**src/pkg/cir_pkg.sv**
```systemverilog
// Shared constants, register map and carrier types of the interrupt response block.
package cir_pkg;

  // ************************************************************
  // Register map (byte addresses on the APB).
  // ************************************************************
  localparam logic [7:0] CIR_ADDR_CTRL = 8'h00;
  localparam logic [7:0] CIR_ADDR_TRAP_CTRL = 8'h04;
  localparam logic [7:0] CIR_ADDR_VEC_LOW = 8'h08;
  localparam logic [7:0] CIR_ADDR_VEC_PAGE = 8'h0c;
  localparam logic [7:0] CIR_ADDR_CMD = 8'h10;
  localparam logic [7:0] CIR_ADDR_STATUS = 8'h14;

  // Control register fields.
  localparam int CIR_CTRL_GIE = 0;
  localparam int CIR_CTRL_SIE = 1;
  localparam int CIR_CTRL_MODE_LO = 2;
  localparam int CIR_CTRL_DME = 4;

  // Trap control register fields.
  localparam int CIR_TC_TRAP = 7;

  // Command register bits 0 to 4, each one an instruction effect; bits 5 and 6 give the mode.
  localparam int CIR_CMD_ENABLE = 0;
  localparam int CIR_CMD_MASK_ALL = 1;
  localparam int CIR_CMD_NM_RETURN = 2;
  localparam int CIR_CMD_MK_RETURN = 3;
  localparam int CIR_CMD_SET_MODE = 4;
  localparam int CIR_CMD_MODE_LO = 5;

  // Status register fields.
  localparam int CIR_ST_BUSY = 16;
  localparam int CIR_ST_NMI_PEND = 17;

  // ************************************************************
  // Reset values, fixed restart addresses and timing counts.
  // ************************************************************
  localparam logic [1:0] CIR_MODE_RESET = 2'h0;
  localparam logic [2:0] CIR_LINE_EN_RESET = 3'h1;
  localparam logic [7:0] CIR_VEC_PAGE_RESET = 8'h00;
  localparam logic [2:0] CIR_VEC_LOW_RESET = 3'h0;
  localparam logic [15:0] CIR_NMI_RESTART = 16'h0066;
  localparam logic [15:0] CIR_MODE1_RESTART = 16'h0038;
  localparam logic [1:0] CIR_EXT_WAIT_STATES = 2'h2;
  localparam int CIR_NUM_VEC = 12;

  // Fixed low codes, index 0 is the highest priority.
  localparam logic [4:0] CIR_LOW_CODE [CIR_NUM_VEC] = '{
    5'h00, 5'h02, 5'h12, 5'h14, 5'h16, 5'h04,
    5'h06, 5'h08, 5'h0a, 5'h0c, 5'h0e, 5'h10};

  // ************************************************************
  // Carrier types.
  // ************************************************************
  typedef struct packed {
    logic valid;
    logic [4:0] code;
  } cirPick_t;

  typedef enum logic [2:0] {
    CIR_IDLE = 3'b001,
    CIR_WAITS = 3'b010,
    CIR_DATA = 3'b100
  } cirState_t;

endpackage

```
**src/logic/cir_interrupt_response.sv**
```systemverilog
// Interrupt acceptance, masking, priority and vector forming for the CPU.
//
// Added by the designer: the APB slave port and the placing of the registers.
`timescale 1ns/1ps
`default_nettype none
module cir_interrupt_response import cir_pkg::*; (
  input wire logic clk,
  input wire logic resetn,
  input wire logic psel,
  input wire logic penable,
  input wire logic pwrite,
  input wire logic [7:0] paddr,
  input wire logic [31:0] pwdata,
  output logic [31:0] prdata,
  output logic pready,
  output logic pslverr,
  input wire logic nmiN,
  input wire logic maskLine0N,
  input wire logic maskLine1N,
  input wire logic maskLine2N,
  input wire logic [9:0] periphReq,
  input wire logic samplePoint,
  input wire logic thirdStateEdge,
  input wire logic [7:0] dataIn,
  input wire logic opcodeUndef,
  output logic ackActive,
  output logic opcodeFetchStrobeN,
  output logic ioStrobeN,
  output logic waitStateReq,
  output logic vectorValid,
  output logic [15:0] vectorAddr,
  output logic tableFetch,
  output logic opcodeValid,
  output logic [7:0] opcode,
  output logic trapReq,
  output logic pushPc,
  output logic popPc,
  output logic dmaMasterEnable
);

  // ************************************************************
  // Declarations.
  // ************************************************************
  cirState_t state_q;
  logic gie_q;
  logic sie_q;
  logic [1:0] mode_q;
  logic dme_q;
  logic trap_q;
  logic [2:0] lineEn_q;
  logic [2:0] vecLow_q;
  logic [7:0] vecPage_q;
  logic [1:0] waitCnt_q;
  logic ext0Mode0_q;
  logic ackActive_q;
  logic fetchN_q;
  logic ioN_q;
  logic waitReq_q;
  logic vecValid_q;
  logic [15:0] vecAddr_q;
  logic tableFetch_q;
  logic opValid_q;
  logic [7:0] opcode_q;
  logic trapReq_q;
  logic pushPc_q;
  logic popPc_q;
  logic [31:0] prdata_q;
  logic pready_q;
  logic pslverr_q;
  logic nmiPending;
  logic nmiTake;
  logic line0Req;
  logic [CIR_NUM_VEC-1:0] vecReq;
  cirPick_t pick;
  logic sampleNow;
  logic takeLine0;
  logic takeVec;
  logic busWr;
  logic busAcc;
  logic cmdWr;
  logic mapped;
  logic [31:0] rdMux;
  logic t3Capture;

  // ************************************************************
  // Request gating and priority.
  // ************************************************************

  // Edge catcher for the non-maskable line; it ignores every enable bit.
  cir_nmi_latch u_nmi (
    .clk(clk),
    .resetn(resetn),
    .nmiN(nmiN),
    .take(nmiTake),
    .pending(nmiPending)
  );

  // Level requests are gated by the global and per-line enables.
  assign line0Req = ~maskLine0N & gie_q & lineEn_q[0];
  assign vecReq[0] = ~maskLine1N & gie_q & lineEn_q[1];
  assign vecReq[1] = ~maskLine2N & gie_q & lineEn_q[2];
  // Peripheral requests arrive already gated by their own enable bits.
  assign vecReq[CIR_NUM_VEC-1:2] = periphReq & {10{gie_q}};

  cir_vector_pick u_pick (
    .req(vecReq),
    .pick(pick)
  );

  // Sampling happens only between acknowledges; DMA activity is no bar.
  assign sampleNow = samplePoint & state_q[0];
  assign nmiTake = sampleNow & nmiPending;
  assign takeLine0 = sampleNow & ~nmiPending & line0Req;
  assign takeVec = sampleNow & ~nmiPending & ~line0Req & pick.valid;
  assign t3Capture = state_q[2] & thirdStateEdge;

  // ************************************************************
  // APB slave decode.
  // ************************************************************

  // Writes act only at the edge where the access phase sees pready high.
  assign busAcc = psel & penable & pready_q;
  assign busWr = busAcc & pwrite;
  assign cmdWr = busWr & (paddr == CIR_ADDR_CMD);

  always_comb begin
    mapped = 1'b1;
    rdMux = 32'h0000_0000;
    unique case (paddr)
      CIR_ADDR_CTRL: begin
        rdMux[CIR_CTRL_GIE] = gie_q;
        rdMux[CIR_CTRL_SIE] = sie_q;
        rdMux[CIR_CTRL_MODE_LO +: 2] = mode_q;
        rdMux[CIR_CTRL_DME] = dme_q;
      end
      CIR_ADDR_TRAP_CTRL: begin
        rdMux[CIR_TC_TRAP] = trap_q;
        rdMux[2:0] = lineEn_q;
      end
      CIR_ADDR_VEC_LOW: rdMux[7:5] = vecLow_q;
      CIR_ADDR_VEC_PAGE: rdMux[7:0] = vecPage_q;
      CIR_ADDR_CMD: rdMux = 32'h0000_0000;
      CIR_ADDR_STATUS: begin
        rdMux[15:0] = vecAddr_q;
        rdMux[CIR_ST_BUSY] = ~state_q[0];
        rdMux[CIR_ST_NMI_PEND] = nmiPending;
      end
      default: mapped = 1'b0;
    endcase
  end

  // One wait cycle per access keeps every bus output on a flip-flop.
  always_ff @(posedge clk or negedge resetn) begin
    if (!resetn) begin
      pready_q <= 1'b0;
      prdata_q <= 32'h0000_0000;
      pslverr_q <= 1'b0;
    end else begin
      pready_q <= psel & penable & ~pready_q;
      prdata_q <= (psel & penable & ~pwrite) ? rdMux : 32'h0000_0000;
      pslverr_q <= psel & penable & ~pready_q & ~mapped;
    end
  end

  // ************************************************************
  // Enable flags and mode.
  // ************************************************************

  // Hardware acceptance outranks a command written in the same cycle.
  always_ff @(posedge clk or negedge resetn) begin
    if (!resetn) begin
      gie_q <= 1'b0;
      sie_q <= 1'b0;
    end else if (nmiTake) begin
      sie_q <= gie_q;
      gie_q <= 1'b0;
    end else if (takeLine0 | takeVec) begin
      gie_q <= 1'b0;
      sie_q <= 1'b0;
    end else if (cmdWr & pwdata[CIR_CMD_ENABLE]) begin
      gie_q <= 1'b1;
      sie_q <= 1'b1;
    end else if (cmdWr & pwdata[CIR_CMD_MASK_ALL]) begin
      gie_q <= 1'b0;
      sie_q <= 1'b0;
    end else if (cmdWr & pwdata[CIR_CMD_NM_RETURN]) begin
      gie_q <= sie_q;
    end
  end

  // Response mode of line 0; single-chip users should pick mode 1.
  always_ff @(posedge clk or negedge resetn) begin
    if (!resetn) begin
      mode_q <= CIR_MODE_RESET;
    end else if (cmdWr & pwdata[CIR_CMD_SET_MODE]) begin
      mode_q <= pwdata[CIR_CMD_MODE_LO +: 2];
    end
  end

  // DMA master enable: software sets it, an accepted NMI clears it.
  always_ff @(posedge clk or negedge resetn) begin
    if (!resetn) begin
      dme_q <= 1'b0;
    end else if (nmiTake) begin
      dme_q <= 1'b0;
    end else if (busWr & (paddr == CIR_ADDR_CTRL)) begin
      dme_q <= pwdata[CIR_CTRL_DME];
    end
  end

  // ************************************************************
  // Trap control, vector low and vector page registers.
  // ************************************************************

  // Trap flag: software may only clear it, and a new trap wins.
  always_ff @(posedge clk or negedge resetn) begin
    if (!resetn) begin
      trap_q <= 1'b0;
      lineEn_q <= CIR_LINE_EN_RESET;
    end else begin
      if (t3Capture & ext0Mode0_q & opcodeUndef) begin
        trap_q <= 1'b1;
      end else if (busWr & (paddr == CIR_ADDR_TRAP_CTRL) & ~pwdata[CIR_TC_TRAP]) begin
        trap_q <= 1'b0;
      end
      if (busWr & (paddr == CIR_ADDR_TRAP_CTRL)) begin
        lineEn_q <= pwdata[2:0];
      end
    end
  end

  // The page places the table on 256-byte bounds, the low bits on 32.
  always_ff @(posedge clk or negedge resetn) begin
    if (!resetn) begin
      vecLow_q <= CIR_VEC_LOW_RESET;
      vecPage_q <= CIR_VEC_PAGE_RESET;
    end else begin
      if (busWr & (paddr == CIR_ADDR_VEC_LOW)) begin
        vecLow_q <= pwdata[7:5];
      end
      if (busWr & (paddr == CIR_ADDR_VEC_PAGE)) begin
        vecPage_q <= pwdata[7:0];
      end
    end
  end

  // ************************************************************
  // Acknowledge sequencer.
  // ************************************************************

  // Line 0 in any mode but 1 reads the data lines; the rest finish at once.
  always_ff @(posedge clk or negedge resetn) begin
    if (!resetn) begin
      state_q <= CIR_IDLE;
      waitCnt_q <= 2'h0;
      ext0Mode0_q <= 1'b0;
    end else begin
      unique case (state_q)
        CIR_IDLE: begin
          if (takeLine0 & (mode_q != 2'h1)) begin
            state_q <= CIR_WAITS;
            waitCnt_q <= CIR_EXT_WAIT_STATES;
            ext0Mode0_q <= (mode_q == 2'h0);
          end
        end
        CIR_WAITS: begin
          waitCnt_q <= waitCnt_q - 2'h1;
          if (waitCnt_q == 2'h1) begin
            state_q <= CIR_DATA;
          end
        end
        CIR_DATA: begin
          if (thirdStateEdge) begin
            state_q <= CIR_IDLE;
          end
        end
      endcase
    end
  end

  // Strobes sit low for the whole external fetch and high otherwise.
  always_ff @(posedge clk or negedge resetn) begin
    if (!resetn) begin
      ackActive_q <= 1'b0;
      fetchN_q <= 1'b1;
      ioN_q <= 1'b1;
      waitReq_q <= 1'b0;
    end else begin
      ackActive_q <= (takeLine0 | takeVec) | (~state_q[0] & ~t3Capture);
      fetchN_q <= ~((takeLine0 & (mode_q != 2'h1)) | state_q[1] | (state_q[2] & ~thirdStateEdge));
      ioN_q <= ~((takeLine0 & (mode_q != 2'h1)) | state_q[1] | (state_q[2] & ~thirdStateEdge));
      waitReq_q <= (takeLine0 & (mode_q != 2'h1)) | (state_q[1] & (waitCnt_q != 2'h1));
    end
  end

  // ************************************************************
  // Vector, stack and opcode outputs.
  // ************************************************************

  // Each pulse stands for one cycle; the address holds until replaced.
  always_ff @(posedge clk or negedge resetn) begin
    if (!resetn) begin
      vecValid_q <= 1'b0;
      vecAddr_q <= 16'h0000;
      tableFetch_q <= 1'b0;
      pushPc_q <= 1'b0;
      opValid_q <= 1'b0;
      opcode_q <= 8'h00;
      trapReq_q <= 1'b0;
    end else begin
      vecValid_q <= 1'b0;
      pushPc_q <= 1'b0;
      opValid_q <= 1'b0;
      trapReq_q <= 1'b0;
      if (nmiTake) begin
        vecValid_q <= 1'b1;
        vecAddr_q <= CIR_NMI_RESTART;
        tableFetch_q <= 1'b0;
        pushPc_q <= 1'b1;
      end else if (takeLine0 & (mode_q == 2'h1)) begin
        vecValid_q <= 1'b1;
        vecAddr_q <= CIR_MODE1_RESTART;
        tableFetch_q <= 1'b0;
        pushPc_q <= 1'b1;
      end else if (takeVec) begin
        vecValid_q <= 1'b1;
        vecAddr_q <= {vecPage_q, vecLow_q, pick.code};
        tableFetch_q <= 1'b1;
        pushPc_q <= 1'b1;
      end else if (t3Capture & ext0Mode0_q) begin
        // Mode 0 runs the fetched opcode; the PC is not stacked here.
        opcode_q <= dataIn;
        opValid_q <= ~opcodeUndef;
        trapReq_q <= opcodeUndef;
      end else if (t3Capture) begin
        vecValid_q <= 1'b1;
        vecAddr_q <= {vecPage_q, dataIn};
        tableFetch_q <= 1'b1;
        pushPc_q <= 1'b1;
      end
    end
  end

  // Both return commands pop the stacked program counter.
  always_ff @(posedge clk or negedge resetn) begin
    if (!resetn) begin
      popPc_q <= 1'b0;
    end else begin
      popPc_q <= cmdWr & (pwdata[CIR_CMD_NM_RETURN] | pwdata[CIR_CMD_MK_RETURN]);
    end
  end

  // ************************************************************
  // Output drive.
  // ************************************************************
  assign prdata = prdata_q;
  assign pready = pready_q;
  assign pslverr = pslverr_q;
  assign ackActive = ackActive_q;
  assign opcodeFetchStrobeN = fetchN_q;
  assign ioStrobeN = ioN_q;
  assign waitStateReq = waitReq_q;
  assign vectorValid = vecValid_q;
  assign vectorAddr = vecAddr_q;
  assign tableFetch = tableFetch_q;
  assign opcodeValid = opValid_q;
  assign opcode = opcode_q;
  assign trapReq = trapReq_q;
  assign pushPc = pushPc_q;
  assign popPc = popPc_q;
  assign dmaMasterEnable = dme_q;

endmodule
`default_nettype wire

```
**src/logic/cir_nmi_latch.sv**
```systemverilog
// Falling-edge catcher that holds a non-maskable request until it is taken.
`timescale 1ns/1ps
`default_nettype none
module cir_nmi_latch import cir_pkg::*; (
  input wire logic clk,
  input wire logic resetn,
  input wire logic nmiN,
  input wire logic take,
  output logic pending
);

  logic prev_q;
  logic pend_q;
  logic pend_d;

  // The previous level resets high so a line held low at reset counts as an edge.
  always_ff @(posedge clk or negedge resetn) begin
    if (!resetn) begin
      prev_q <= 1'b1;
    end else begin
      prev_q <= nmiN;
    end
  end

  // A new edge in the cycle of acceptance wins, so no edge is lost.
  always_comb begin
    pend_d = (prev_q & ~nmiN) | (pend_q & ~take);
  end

  always_ff @(posedge clk or negedge resetn) begin
    if (!resetn) begin
      pend_q <= 1'b0;
    end else begin
      pend_q <= pend_d;
    end
  end

  assign pending = pend_q;

endmodule
`default_nettype wire

```
**src/logic/cir_vector_pick.sv**
```systemverilog
// Fixed-priority selector of the vectored sources and their low code.
`timescale 1ns/1ps
`default_nettype none
module cir_vector_pick import cir_pkg::*; (
  input wire logic [CIR_NUM_VEC-1:0] req,
  output cirPick_t pick
);

  logic [CIR_NUM_VEC:0] above;
  logic [4:0] part [CIR_NUM_VEC+1];

  assign above[0] = 1'b0;
  assign part[0] = 5'h00;

  // Each entry wins only when no higher entry asks; losers stay pending.
  genvar i;
  generate
    for (i = 0; i < CIR_NUM_VEC; i++) begin : g_ent
      assign above[i+1] = above[i] | req[i];
      assign part[i+1] = part[i] | ({5{req[i] & ~above[i]}} & CIR_LOW_CODE[i]);
    end
  endgenerate

  // One driver for the whole carrier keeps the struct a single-source variable.
  assign pick = '{valid: above[CIR_NUM_VEC], code: part[CIR_NUM_VEC]};

endmodule
`default_nettype wire

```
**config.mk**
```make
export PLATFORM = sky130hd
export DESIGN_NAME = cir_interrupt_response
export DESIGN_NICKNAME = d
export VERILOG_FILES = /design/src/pkg/cir_pkg.sv /design/src/logic/cir_interrupt_response.sv /design/src/logic/cir_nmi_latch.sv /design/src/logic/cir_vector_pick.sv
export SDC_FILE = /design/constraint.sdc
export NUM_CORES = 1
export LEC_CHECK = 0
export ABC_AREA = 1
export BUFFER_PORTS_ARGS = -buffer_cell sky130_fd_sc_hd__buf_4
export CAP_MARGIN = 20
export CORE_UTILIZATION = 40
export DETAILED_ROUTE_END_ITERATION = 8
export PLACE_DENSITY = 0.67
export SETUP_SLACK_MARGIN = 0.1
export SYNTH_ARGS = -nofsm -noshare
export SYNTH_HDL_FRONTEND = slang
export SYNTH_SLANG_ARGS = --single-unit
```
**constraint.sdc**
```tcl
create_clock -name clk -period 2.5 [get_ports clk]
set_input_delay 0.5 -clock clk [delete_from_list [all_inputs] [get_ports clk]]
set_output_delay 0.5 -clock clk [all_outputs]
set_load 0.01 [all_outputs]
```
==> results of run 1 <==
-- worst paths after layout --
path	from	to	slack, ns	cells past startpoint
hold / removal	resetn	prdata[10]	0.15	1
max in group asynchronous	resetn	prdata[13]	1.76	2
setup reg to reg	lineEn_q[0]	vectorAddr[11]	0.41	12
hold reg to reg	state_q[2]	ioStrobeN	0.47	1
min in group clk	nmiN	u_nmi.prev_q	0.26	1
setup / recovery	lineEn_q[0]	vectorAddr[11]	0.41	12
-- per-layer routing --
metal / up-vias / routed length [µm]
li1: 1656 / -
met1: 1536 / 4140
met2: 100 / 4480
met3: 14 / 374
met4: 0 / 180
met5: - / 0
-- cell usage after synthesis (2+ instances only) --
cell | count | area (µm²)
nor2_1 | 44 | 165
inv_1 | 59 | 221
inv_2 | 3 | 11.3
nor2_2 | 6 | 37.5
nand4_1 | 5 | 31.3
nor4_1 | 2 | 12.5
dfrtp_1 | 76 | 1900
dfstp_2 | 4 | 105
o21ai_2 | 9 | 78.8
nor3_1 | 5 | 25.0
o211ai_1 | 2 | 15.0
nand2_2 | 3 | 18.8
buf_6 | 5 | 56.3
nand2_4 | 2 | 22.5
buf_4 | 16 | 120
a31oi_1 | 5 | 31.3
nand3_1 | 22 | 110
a41oi_1 | 3 | 26.3
nand3b_1 | 2 | 15.0
o21ai_0 | 23 | 115
nand3_2 | 5 | 50.1
o21ai_1 | 15 | 75.1
nand2_1 | 120 | 450
a21oi_1 | 14 | 70.1
-- timing repair --
| item | CTS | global route |
|---|---|---|
| hold buffers | 0 | 0 |
| gates resized for setup | 0 | 1 |
| endpoints found under the setup margin | 0 | 8 |
-- worst reg2reg max path, stage by stage (launching register included) --
cell,delay (ns)
dfstp_2,0.56
inv_1,0.05
nor2_1,0.17
nand2_1,0.12
nor2_4,0.14
nand3_2,0.14
nand2_1,0.11
nor2_1,0.09
nand2_4,0.20
nand2_2,0.13
inv_2,0.15
nand2_1,0.07
o21ai_1,0.09
-- state kept, by name, indices dropped and copies added, names as in the netlist, 2 cells and up --
name,cells
state_q,3
prdata,18
vectorAddr,16
mode_q,2
vecPage_q,8
waitCnt_q,2
opcode,8
lineEn_q,3
vecLow_q,3
-- cells by family after synthesis --
kind of cell	after synthesis
and+or+nand+nor	219
buffers and inverters	85
DFF	80
AOI/OAI and AO/OA	76
adders and majority gates	1
other	1
-- final cells by class --
type / count / share of cell area, %
clock inverters: 5 / 1.13
clock buffers: 11 / 3.10
repair buffers: 102 / 15.9
inverters: 63 / 4.84
well taps: 129 / 3.30
multi-input cells: 310 / 30.7
flip-flops and latches: 80 / 41.1
-- power by group --
part | total (mW) | switching, mW | leakage, nW | internal [mW]
Sequential | 1.56 | 0.110 | 1.06 | 1.45
Combinational | 0.779 | 0.447 | 1.38 | 0.332
Clock | 0.986 | 0.474 | 0.101 | 0.512
Total | 3.33 | 1.03 | 2.54 | 2.30
-- stage by stage --
step / instance area [µm²] / setup slack, ns
after CTS: 4890 / 0.285
after global routing: 4890 / 0.166
after floorplan: 3930 / 0.862
final: 4890 / 0.410
after global placement: 4680 / 0.373
after detailed placement: 4680 / 0.289
==> impl_results.md, run 1 <==
* Avg Vias per Cell at 4.72
* CTS sink cnt at 80
* Crit Path Max Fanout at 16
* DP HPWL at just over 7 mm
* Pin count of the biggest net entering global routing at 46
* Fmax at between 400 and 500 MHz
* Rows at 35
* Slew margin rel. at roughly three fifths
* Commonest non-fill, non-tap cell in the layout: nand2_1
* Clk slew on worst S/H paths at roughly 0.080 ns
* Via Count at around 3300
* Slew @ Worst Pin at 0.599 ns
* Num ports at 139
* Vias in the first global route at 3154
* Setup tns final at 0 ns
* CP max stage delay at 0.56 ns
* Share of layout cells above drive strength 1 at a little over a quarter
* Power Total at roughly 3.3 mW
* Synth Area in Adders at less than 1%
* Critical path's top delay family: simple AND/OR/NAND/NOR gates
* FILL cells at 908
* Root Buffer Master: clkbuf_8
* Status: finished, final reports clean
* Hold/Removal Path Class: primary input to async pin
* Final #Nets at about 640
* Most frequent cells in the layout: nand2_1 (120), buf_4 (101), dfrtp_1 (75), inv_1 (59), nor2_1 (44)
* Met1 usage in global routing at approximately a quarter
* GRT overflow at 0
* Placer Congestion at approximately 0.86
* Non-filler instance count after layout at 700
* ANT nets after route at 0
* Slowest-stage cell, CP: dfstp_2
* Met3 usage at roughly 3.2%
* Pre-antenna DRT Iters at 4
* Max cap viols at 0
* Number of H-tree levels at 3
* CP required at 2.77 ns
* Initial antenna violation count at 0
* Crit path buffers/inverters at 2
* Residual DRC at 0
* Number of synthesized flops with an enable pin at 0
* Setup violators final at 0
* Final hold slack at between 0.1 and 0.15 ns
* GRT busiest layer: met2
* DRT iter0 DRCs at between 100 and 150
* FF+latch count, synth at 80
* Yosys warns at 0
* Worst skew pair latency at between 0.3 and 0.4 ns
* Total CTS buffers at 9
* Final Max Tran Viols at 0
* Final wirelength at slightly above 9 mm
* Setup bufs post-CTS at 0
* Critical path arrival at between 2 and 2.5 ns
* Post-Synth Simple-Gate Area at around a quarter
* TritonCTS clock tree: built
* Peak VDD IR at roughly 0.28 mV
* Netlist cell types at 36
* Diodes inserted at 0
* Crit end category: flop
* PD cells at ~680 nW/µm²
* Final Hold Fails at 0
* Area growth syn-to-layout at 26.2%
* First-pass GRT wire length at about 15 mm
* Tot GR Track Use at between 10% and 20%
* Multi-input logic area at approximately 1500 µm²
* XOR/XNOR Fraction of Synth Area at 0%
* Final Core Density at between 50% and 60%
* Most used DFF post-synth: dfrtp_1
* Mapped Area at just under 4000 µm²
* P_leak at between 2 and 3 nW
* I/O Buffers at 100
* CP startpoint kind: flop
* Largest family of logic cells by synthesized area: simple AND/OR/NAND/NOR gates
* Mux contribution to synthesized area at 0%
* Clock buffer depth at 2
* GR Util met2 at between 30% and 40%
* CP cell instances: inv_1, nor2_1, nand2_1, nor2_4, nand3_2, nand2_1, nor2_1, nand2_4, nand2_2, inv_2, nand2_1, o21ai_1
* Final min period at approximately 2.1 ns
* Clock skew at slightly above 0.007 ns
* Syn_area_per_cell at approximately 8.4 µm²
* Initial core utilization at between 40% and 50%
* Register area at between 2000 and 2500 µm²
* CP Class: flop to flop
* Placed Cells at 684
* Drt wl/cell at about 13 µm
* Die boundary height at roughly 100 µm
* Core Area at 9330 µm²
* Full die area at 10100 µm²
* Sequential-to-total area share from yosys stat at about half
* Unrepaired setup endpoints after global routing: false
* Die Wd at 100 µm
* Cell count after synthesis at around 460
* Final worst-path cycle share at between 80% and 90%
* Synth async-reset ratio at 100%
* CP dominant cell by count: nand2_1
* Synth Area in Compound Gates at between 10% and 20%
Power figures use the tool's default switching activity.
==> run 2: changes to the inputs <==
Settings changed: PLACE_DENSITY 0.67 to 0.69.
Clock period 2.5 ns to 1.7 ns, I/O delays scaled along.
==> run 2 against run 1 <==
The run now ends with negative setup slack left. Register-to-register slack worse by 0.55 ns. First-iteration DRC count is 72% higher. Core utilization is 7.8 points higher. Via count is 11% higher. Wire length is 15% higher. Sequential share of layout area is 5.3 points lower. Worst setup slack worse by 0.55 ns. Maximum frequency is 14% higher. Power is 58% higher. Die area stayed put. Design area is 15% higher. Critical path type unchanged. Critical endpoint is now vectorAddr[5].
==> impl_results.md, run 2 (synthesized netlist as in run 1, its figures left out) <==
* Final Max Tran Viols at 0 (unchanged)
* Share of layout cells above drive strength 1 at 38.8% (+11 points)
* ANT nets after route at 0 (unchanged)
* Final Hold Fails at 0 (unchanged)
* CP Class: flop to flop
* Placed Cells at 729 (+6.6%)
* Critical path arrival at 2.12 ns (-0.24 ns)
* Commonest non-fill, non-tap cell in the layout: buf_4
* Hold/Removal Path Class: primary input to flop
* Unrepaired setup endpoints after global routing: true
* Status: complete, but fails checks
* CP max stage delay at 0.47 ns (-0.09 ns)
* Residual DRC at 0 (unchanged)
* P_leak at 2.92 nW (+15%)
* Setup violators final at 30 (+30)
* Slew margin rel. at 56.1% (-3.9 points)
* Power Total at 5.27 mW (+58%)
* Rows at 35 (unchanged)
* CP startpoint kind: flop
* Final wirelength at 10.5 mm (+15%)
* Final min period at 1.84 ns (-0.253 ns)
* Final Cell Area at 5620 µm² (+15%)
* Area growth syn-to-layout at 44.9%
* Diodes inserted at 0 (unchanged)
* Failing checks: negative setup slack
* Number of H-tree levels at 3 (unchanged)
* PD cells at 938 nW/µm² (+38%)
* Critical path's top delay family: simple AND/OR/NAND/NOR gates
* Crit path buffers/inverters at 4 (+2)
* Core Area at 9330 µm² (unchanged)
* Clock skew at 0.0117 ns (+0.00458 ns)
* Peak VDD IR at 0.427 mV (+51%)
* Drt wl/cell at 13.8 µm (+5.2%)
* Setup tns final at -2.52 ns (-2.52 ns)
* Worst skew pair latency at 0.35 ns (about the same)
* Avg Vias per Cell at 4.82 (+2.1%)
* CP cell instances: buf_6, nand2_4, inv_1, nor2_2, nand3_1, nor2_2, nand3_2, nand2_4, buf_12, buf_4, nand2_2, nand2_1, nor2_1, nor2_1
* Final worst-path cycle share at 108% (+24 points)
* Vias in the first global route at 3520 (+12%)
* Most frequent cells in the layout: buf_4 (151), nand2_1 (104), dfrtp_1 (75), inv_1 (57), nor2_1 (37)
* Initial antenna violation count at 0 (unchanged)
* I/O Buffers at 100 (unchanged)
* DP HPWL at 7.70 mm (+8.4%)
* Initial core utilization at 41.6% (unchanged)
* Crit end category: flop
* Root Buffer Master: clkbuf_8
* First-pass GRT wire length at 16.7 mm (+13%)
* Pre-antenna DRT Iters at 5 (+1)
* Clk slew on worst S/H paths at 0.08 ns (about the same)
* Total CTS buffers at 9 (unchanged)
* Die boundary height at 100 µm (unchanged)
* Instance area after placement at 5020 µm² (+7.3%)
* Max cap viols at 0 (unchanged)
* GRT overflow at 0 (unchanged)
* Final #Nets at 700 (+9.9%)
* Die Wd at 100 µm (unchanged)
* Post-route setup slack at -0.138 ns (-0.547 ns)
* Clock buffer depth at 2 (unchanged)
* TritonCTS clock tree: built
* Num ports at 139 (unchanged)
* Placer Congestion at 0.845 (-1.5%)
* Slew @ Worst Pin at 0.656 ns (+0.0567 ns)
* Via Count at 3678 (+11%)
* Fmax at 544 MHz (+14%)
* DRT iter0 DRCs at 199 (+72%)
* CP required at 1.99 ns (-0.78 ns)
* CTS sink cnt at 80 (unchanged)
* Slowest-stage cell, CP: dfrtp_2
* Non-filler instance count after layout at 763 (+9.0%)
* Crit Path Max Fanout at 7 (-9)
* Max FFs per register at 18 (unchanged)
* Pin count of the biggest net entering global routing at 43 (-6.5%)
* Tot GR Track Use at 21.7% (+2.6 points)
* Full die area at 10100 µm² (unchanged)
run 2: cell types whose count changed in the layout (fill, tap and decap cells not counted), sizes merged:
cell and delta:
buf +60, bufinv +1, clkbuf +1, clkinvlp -2
dlygate4sd3 +1, nand3 +2
run 2: power breakdown:
group / total [mW] / switching (mW) / leakage (nW) / internal, mW
clock network: 1.54 / 0.672 / 0.110 / 0.864
registers: 2.30 / 0.162 / 1.06 / 2.14
logic: 1.43 / 0.792 / 1.75 / 0.638
total: 5.27 / 1.63 / 2.92 / 3.64
run 2: timing repair:
| action | CTS | global route |
|---|---|---|
| buffers inserted | 10 | 5 |
| pin swaps | 10 | 20 |
| gates resized for setup | 29 | 32 |
| endpoints found under the hold margin | 36 | 0 |
| hold buffers | 1 | 0 |
| cloned | 2 | 0 |
| endpoints found under the setup margin | 35 | 37 |
run 2: area by class of cell:
cell class,count,area (µm²)
timing repair buffer,163,1290
multi-input combinational,312,1700
clock inverter,4,70.1
tap,129,161
fill,839,3710
clock buffer,12,145
sequential,80,2010
inverter,63,239
run 2: metal layers:
metal | track usage [%] | up-vias | share of wire [%]
met5 | 0 | - | 0
met4 | 8.81 | 0 | 2.4
met1 | 26.5 | 1724 | 42
met3 | 2.72 | 23 | 4.4
li1 | - | 1791 | -
met2 | 38.7 | 140 | 52
run 2: final timing paths:
path | startpoint | end | slack (ns) | depth (start not counted)
setup / recovery | gie_q | vectorAddr[5] | -0.14 | 14
hold / removal | nmiN | u_nmi.prev_q | 0.10 | 1
setup reg to reg | gie_q | vectorAddr[5] | -0.14 | 14
hold reg to reg | state_q[2] | ioStrobeN | 0.46 | 1
max in group asynchronous | resetn | vecLow_q[0] | 0.61 | 3
min in group asynchronous | resetn | prdata[10] | 0.52 | 2
run 2: through the flow:
step,util (%),hold slack (ns),worst slack [ns]
6_report,60.2,0.103,-0.138
5_1_grt,60.2,0.0893,-0.257
4_1_cts,58.5,0.0909,-0.0774
3_5_place_dp,53.9,0.362,-0.245
3_3_place_gp,53.9,0.355,-0.155
2_1_floorplan,-,0.0444,0.0993
==> run 3: changes to the inputs <==
Settings changed: RECOVER_POWER set to 100.
==> run 3 against run 2 <==
The flow still finishes with violations (negative setup slack). Design area barely moved. Maximum frequency about the same. Die area is the same. Hold slack better by 0.0020 ns. Worst setup slack got worse by 0.00050 ns. Global-route usage stayed put. Wire length shrank 0.29%. Non-clock buffer count unchanged. Highest routed layer unchanged. Sequential power about the same. Sequential cell count unchanged. Critical path depth unchanged.
==> impl_results.md, run 3 (synthesized netlist as in run 1, its figures left out) <==
* Share of layout cells above drive strength 1 at 38.6% (-0.16 points)
* Diodes inserted at 0 (unchanged)
* Peak VDD IR at 0.427 mV (about the same)
* Fmax at 544 MHz (about the same)
* Rows at 35 (unchanged)
* Root Buffer Master: clkbuf_8
* Number of H-tree levels at 3 (unchanged)
* First-pass GRT wire length at 16.7 mm (unchanged)
* P_leak at 2.92 nW (-0.14%)
* CTS sink cnt at 80 (unchanged)
* Residual DRC at 0 (unchanged)
* Critical path arrival at 2.12 ns (about the same)
* GRT overflow at 0 (unchanged)
* Hold/Removal Path Class: primary input to flop
* Setup tns final at -2.51 ns (+0.0108 ns)
* Via Count at 3656 (-0.60%)
* ANT nets after route at 0 (unchanged)
* TritonCTS clock tree: built
* I/O Buffers at 100 (unchanged)
* R2R cell count at 14 (unchanged)
* Setup violators final at 30 (unchanged)
* CP startpoint: gie_q
* Final #Nets at 700 (unchanged)
* Final worst-path cycle share at 108% (about the same)
* CP startpoint kind: flop
* Crit Path Max Fanout at 7 (unchanged)
* Full die area at 10100 µm² (unchanged)
* Die boundary height at 100 µm (unchanged)
* Avg Vias per Cell at 4.79 (-0.60%)
* Worst skew pair latency at 0.35 ns (about the same)
* Area growth syn-to-layout at 44.8% (about the same)
* RR Endpoint: vectorAddr[5]
* Pin count of the biggest net entering global routing at 43 (unchanged)
* Core Area at 9330 µm² (unchanged)
* DP HPWL at 7.70 mm (unchanged)
* Commonest non-fill, non-tap cell in the layout: buf_4
* Slew margin rel. at 56.1% (about the same)
* Slew @ Worst Pin at 0.657 ns (+0.000673 ns)
* Failing checks: negative setup slack
* Total CTS buffers at 9 (unchanged)
* Initial antenna violation count at 0 (unchanged)
* Worst R2R Start: gie_q
* Final wirelength at 10.5 mm (-0.29%)
* Num ports at 139 (unchanged)
* Clk slew on worst S/H paths at 0.08 ns (about the same)
* CP required at 1.99 ns (about the same)
* Max FFs per register at 18 (unchanged)
* Pre-antenna DRT Iters at 4 (-1)
* Clock skew at 0.0115 ns (-0.000191 ns)
* Final Hold Fails at 0 (unchanged)
* Die Wd at 100 µm (unchanged)
* Unrepaired setup endpoints after global routing: true
* PD cells at 938 nW/µm² (about the same)
* CP Class: flop to flop
* Power Total at 5.27 mW (about the same)
* Crit end category: flop
* DRT iter0 DRCs at 204 (+2.5%)
* Final Max Tran Viols at 0 (unchanged)
* Placer Congestion at 0.845 (unchanged)
* Clock buffer depth at 2 (unchanged)
* Post-route setup slack at -0.138 ns (-0.000500 ns)
* Status: complete, but fails checks
* Flop-to-flop setup slack at -0.14 ns (about the same)
* Critical Path End: vectorAddr[5]
* Vias in the first global route at 3520 (unchanged)
* Tot GR Track Use at 21.7% (unchanged)
* Initial core utilization at 41.6% (unchanged)
* Drt wl/cell at 13.7 µm (-0.29%)
* Most frequent cells in the layout: buf_4 (149), nand2_1 (104), dfrtp_1 (75), inv_1 (57), nor2_1 (37)
* Final min period at 1.84 ns (+0.000500 ns)
* Max cap viols at 0 (unchanged)
## run 3: cell types whose count changed in the layout (fill, tap and decap cells not counted), sizes merged
cell	previous run	this run
clkbuf	12	14
buf	162	160
## run 3: power by group
part	switching, mW	leakage [nW]	internal (mW)
Combinational	0.790	1.75	0.637
Clock	0.673	0.110	0.864
Sequential	0.162	1.06	2.14
Total	1.62	2.92	3.64
## run 3: critical path: stages (launching register included)
cell and delay, ns:
dfrtp_2 0.47, buf_6 0.16, nand2_4 0.06, inv_1 0.04, nor2_2 0.13, nand3_1 0.10
nor2_2 0.10, nand3_2 0.10, nand2_4 0.17, buf_12 0.13, buf_4 0.10, nand2_2 0.04
nand2_1 0.06, nor2_1 0.04, nor2_1 0.08
## run 3: per-stage QoR
step	worst slack, ns	util, %	instances	hold WS, ns	area, µm²
2_1_floorplan	0.0993	-	475	0.0444	3930
3_3_place_gp	-0.155	53.9	729	0.355	5020
3_5_place_dp	-0.245	53.9	729	0.362	5020
4_1_cts	-0.0774	58.5	758	0.0909	5450
5_1_grt	-0.257	60.2	763	0.0929	5610
6_report	-0.138	60.2	763	0.105	5610
## run 3: cell type report
cell class	instances	area, µm²
clock buffer	12	145
clock inverter	4	70.1
fill	840	3710
inverter	63	239
multi-input combinational	312	1700
sequential	80	2010
tap	129	161
timing repair buffer	163	1280
## run 3: repair_timing
item	CTS	global route
gates cloned	2	0
hold endpoints to repair	36	0
hold buffers	1	0
resized for setup	29	32
pin swaps	10	20
buffers inserted	10	5
endpoints found under the setup margin	35	37
## run 3: routing by layer
| layer | share of wire, % | GRT usage, % | vias to the layer above |
|---|---|---|---|
| li1 | - | - | 1789 |
| met4 | 2.4 | 8.81 | 0 |
| met5 | 0 | 0 | - |
| met1 | 42 | 26.5 | 1720 |
| met3 | 4.3 | 2.72 | 23 |
| met2 | 52 | 38.7 | 124 |
## run 3: how the worst min path moves through the flow
stage,startpoint,end,slack (ns),cells after the start
after floorplan,resetn,ackActive,0.04,0
after global placement,resetn,pslverr,0.35,1
after detailed placement,resetn,prdata[10],0.36,1
after CTS,nmiN,u_nmi.prev_q,0.09,1
after global routing,nmiN,u_nmi.prev_q,0.09,1
final,nmiN,u_nmi.prev_q,0.10,1
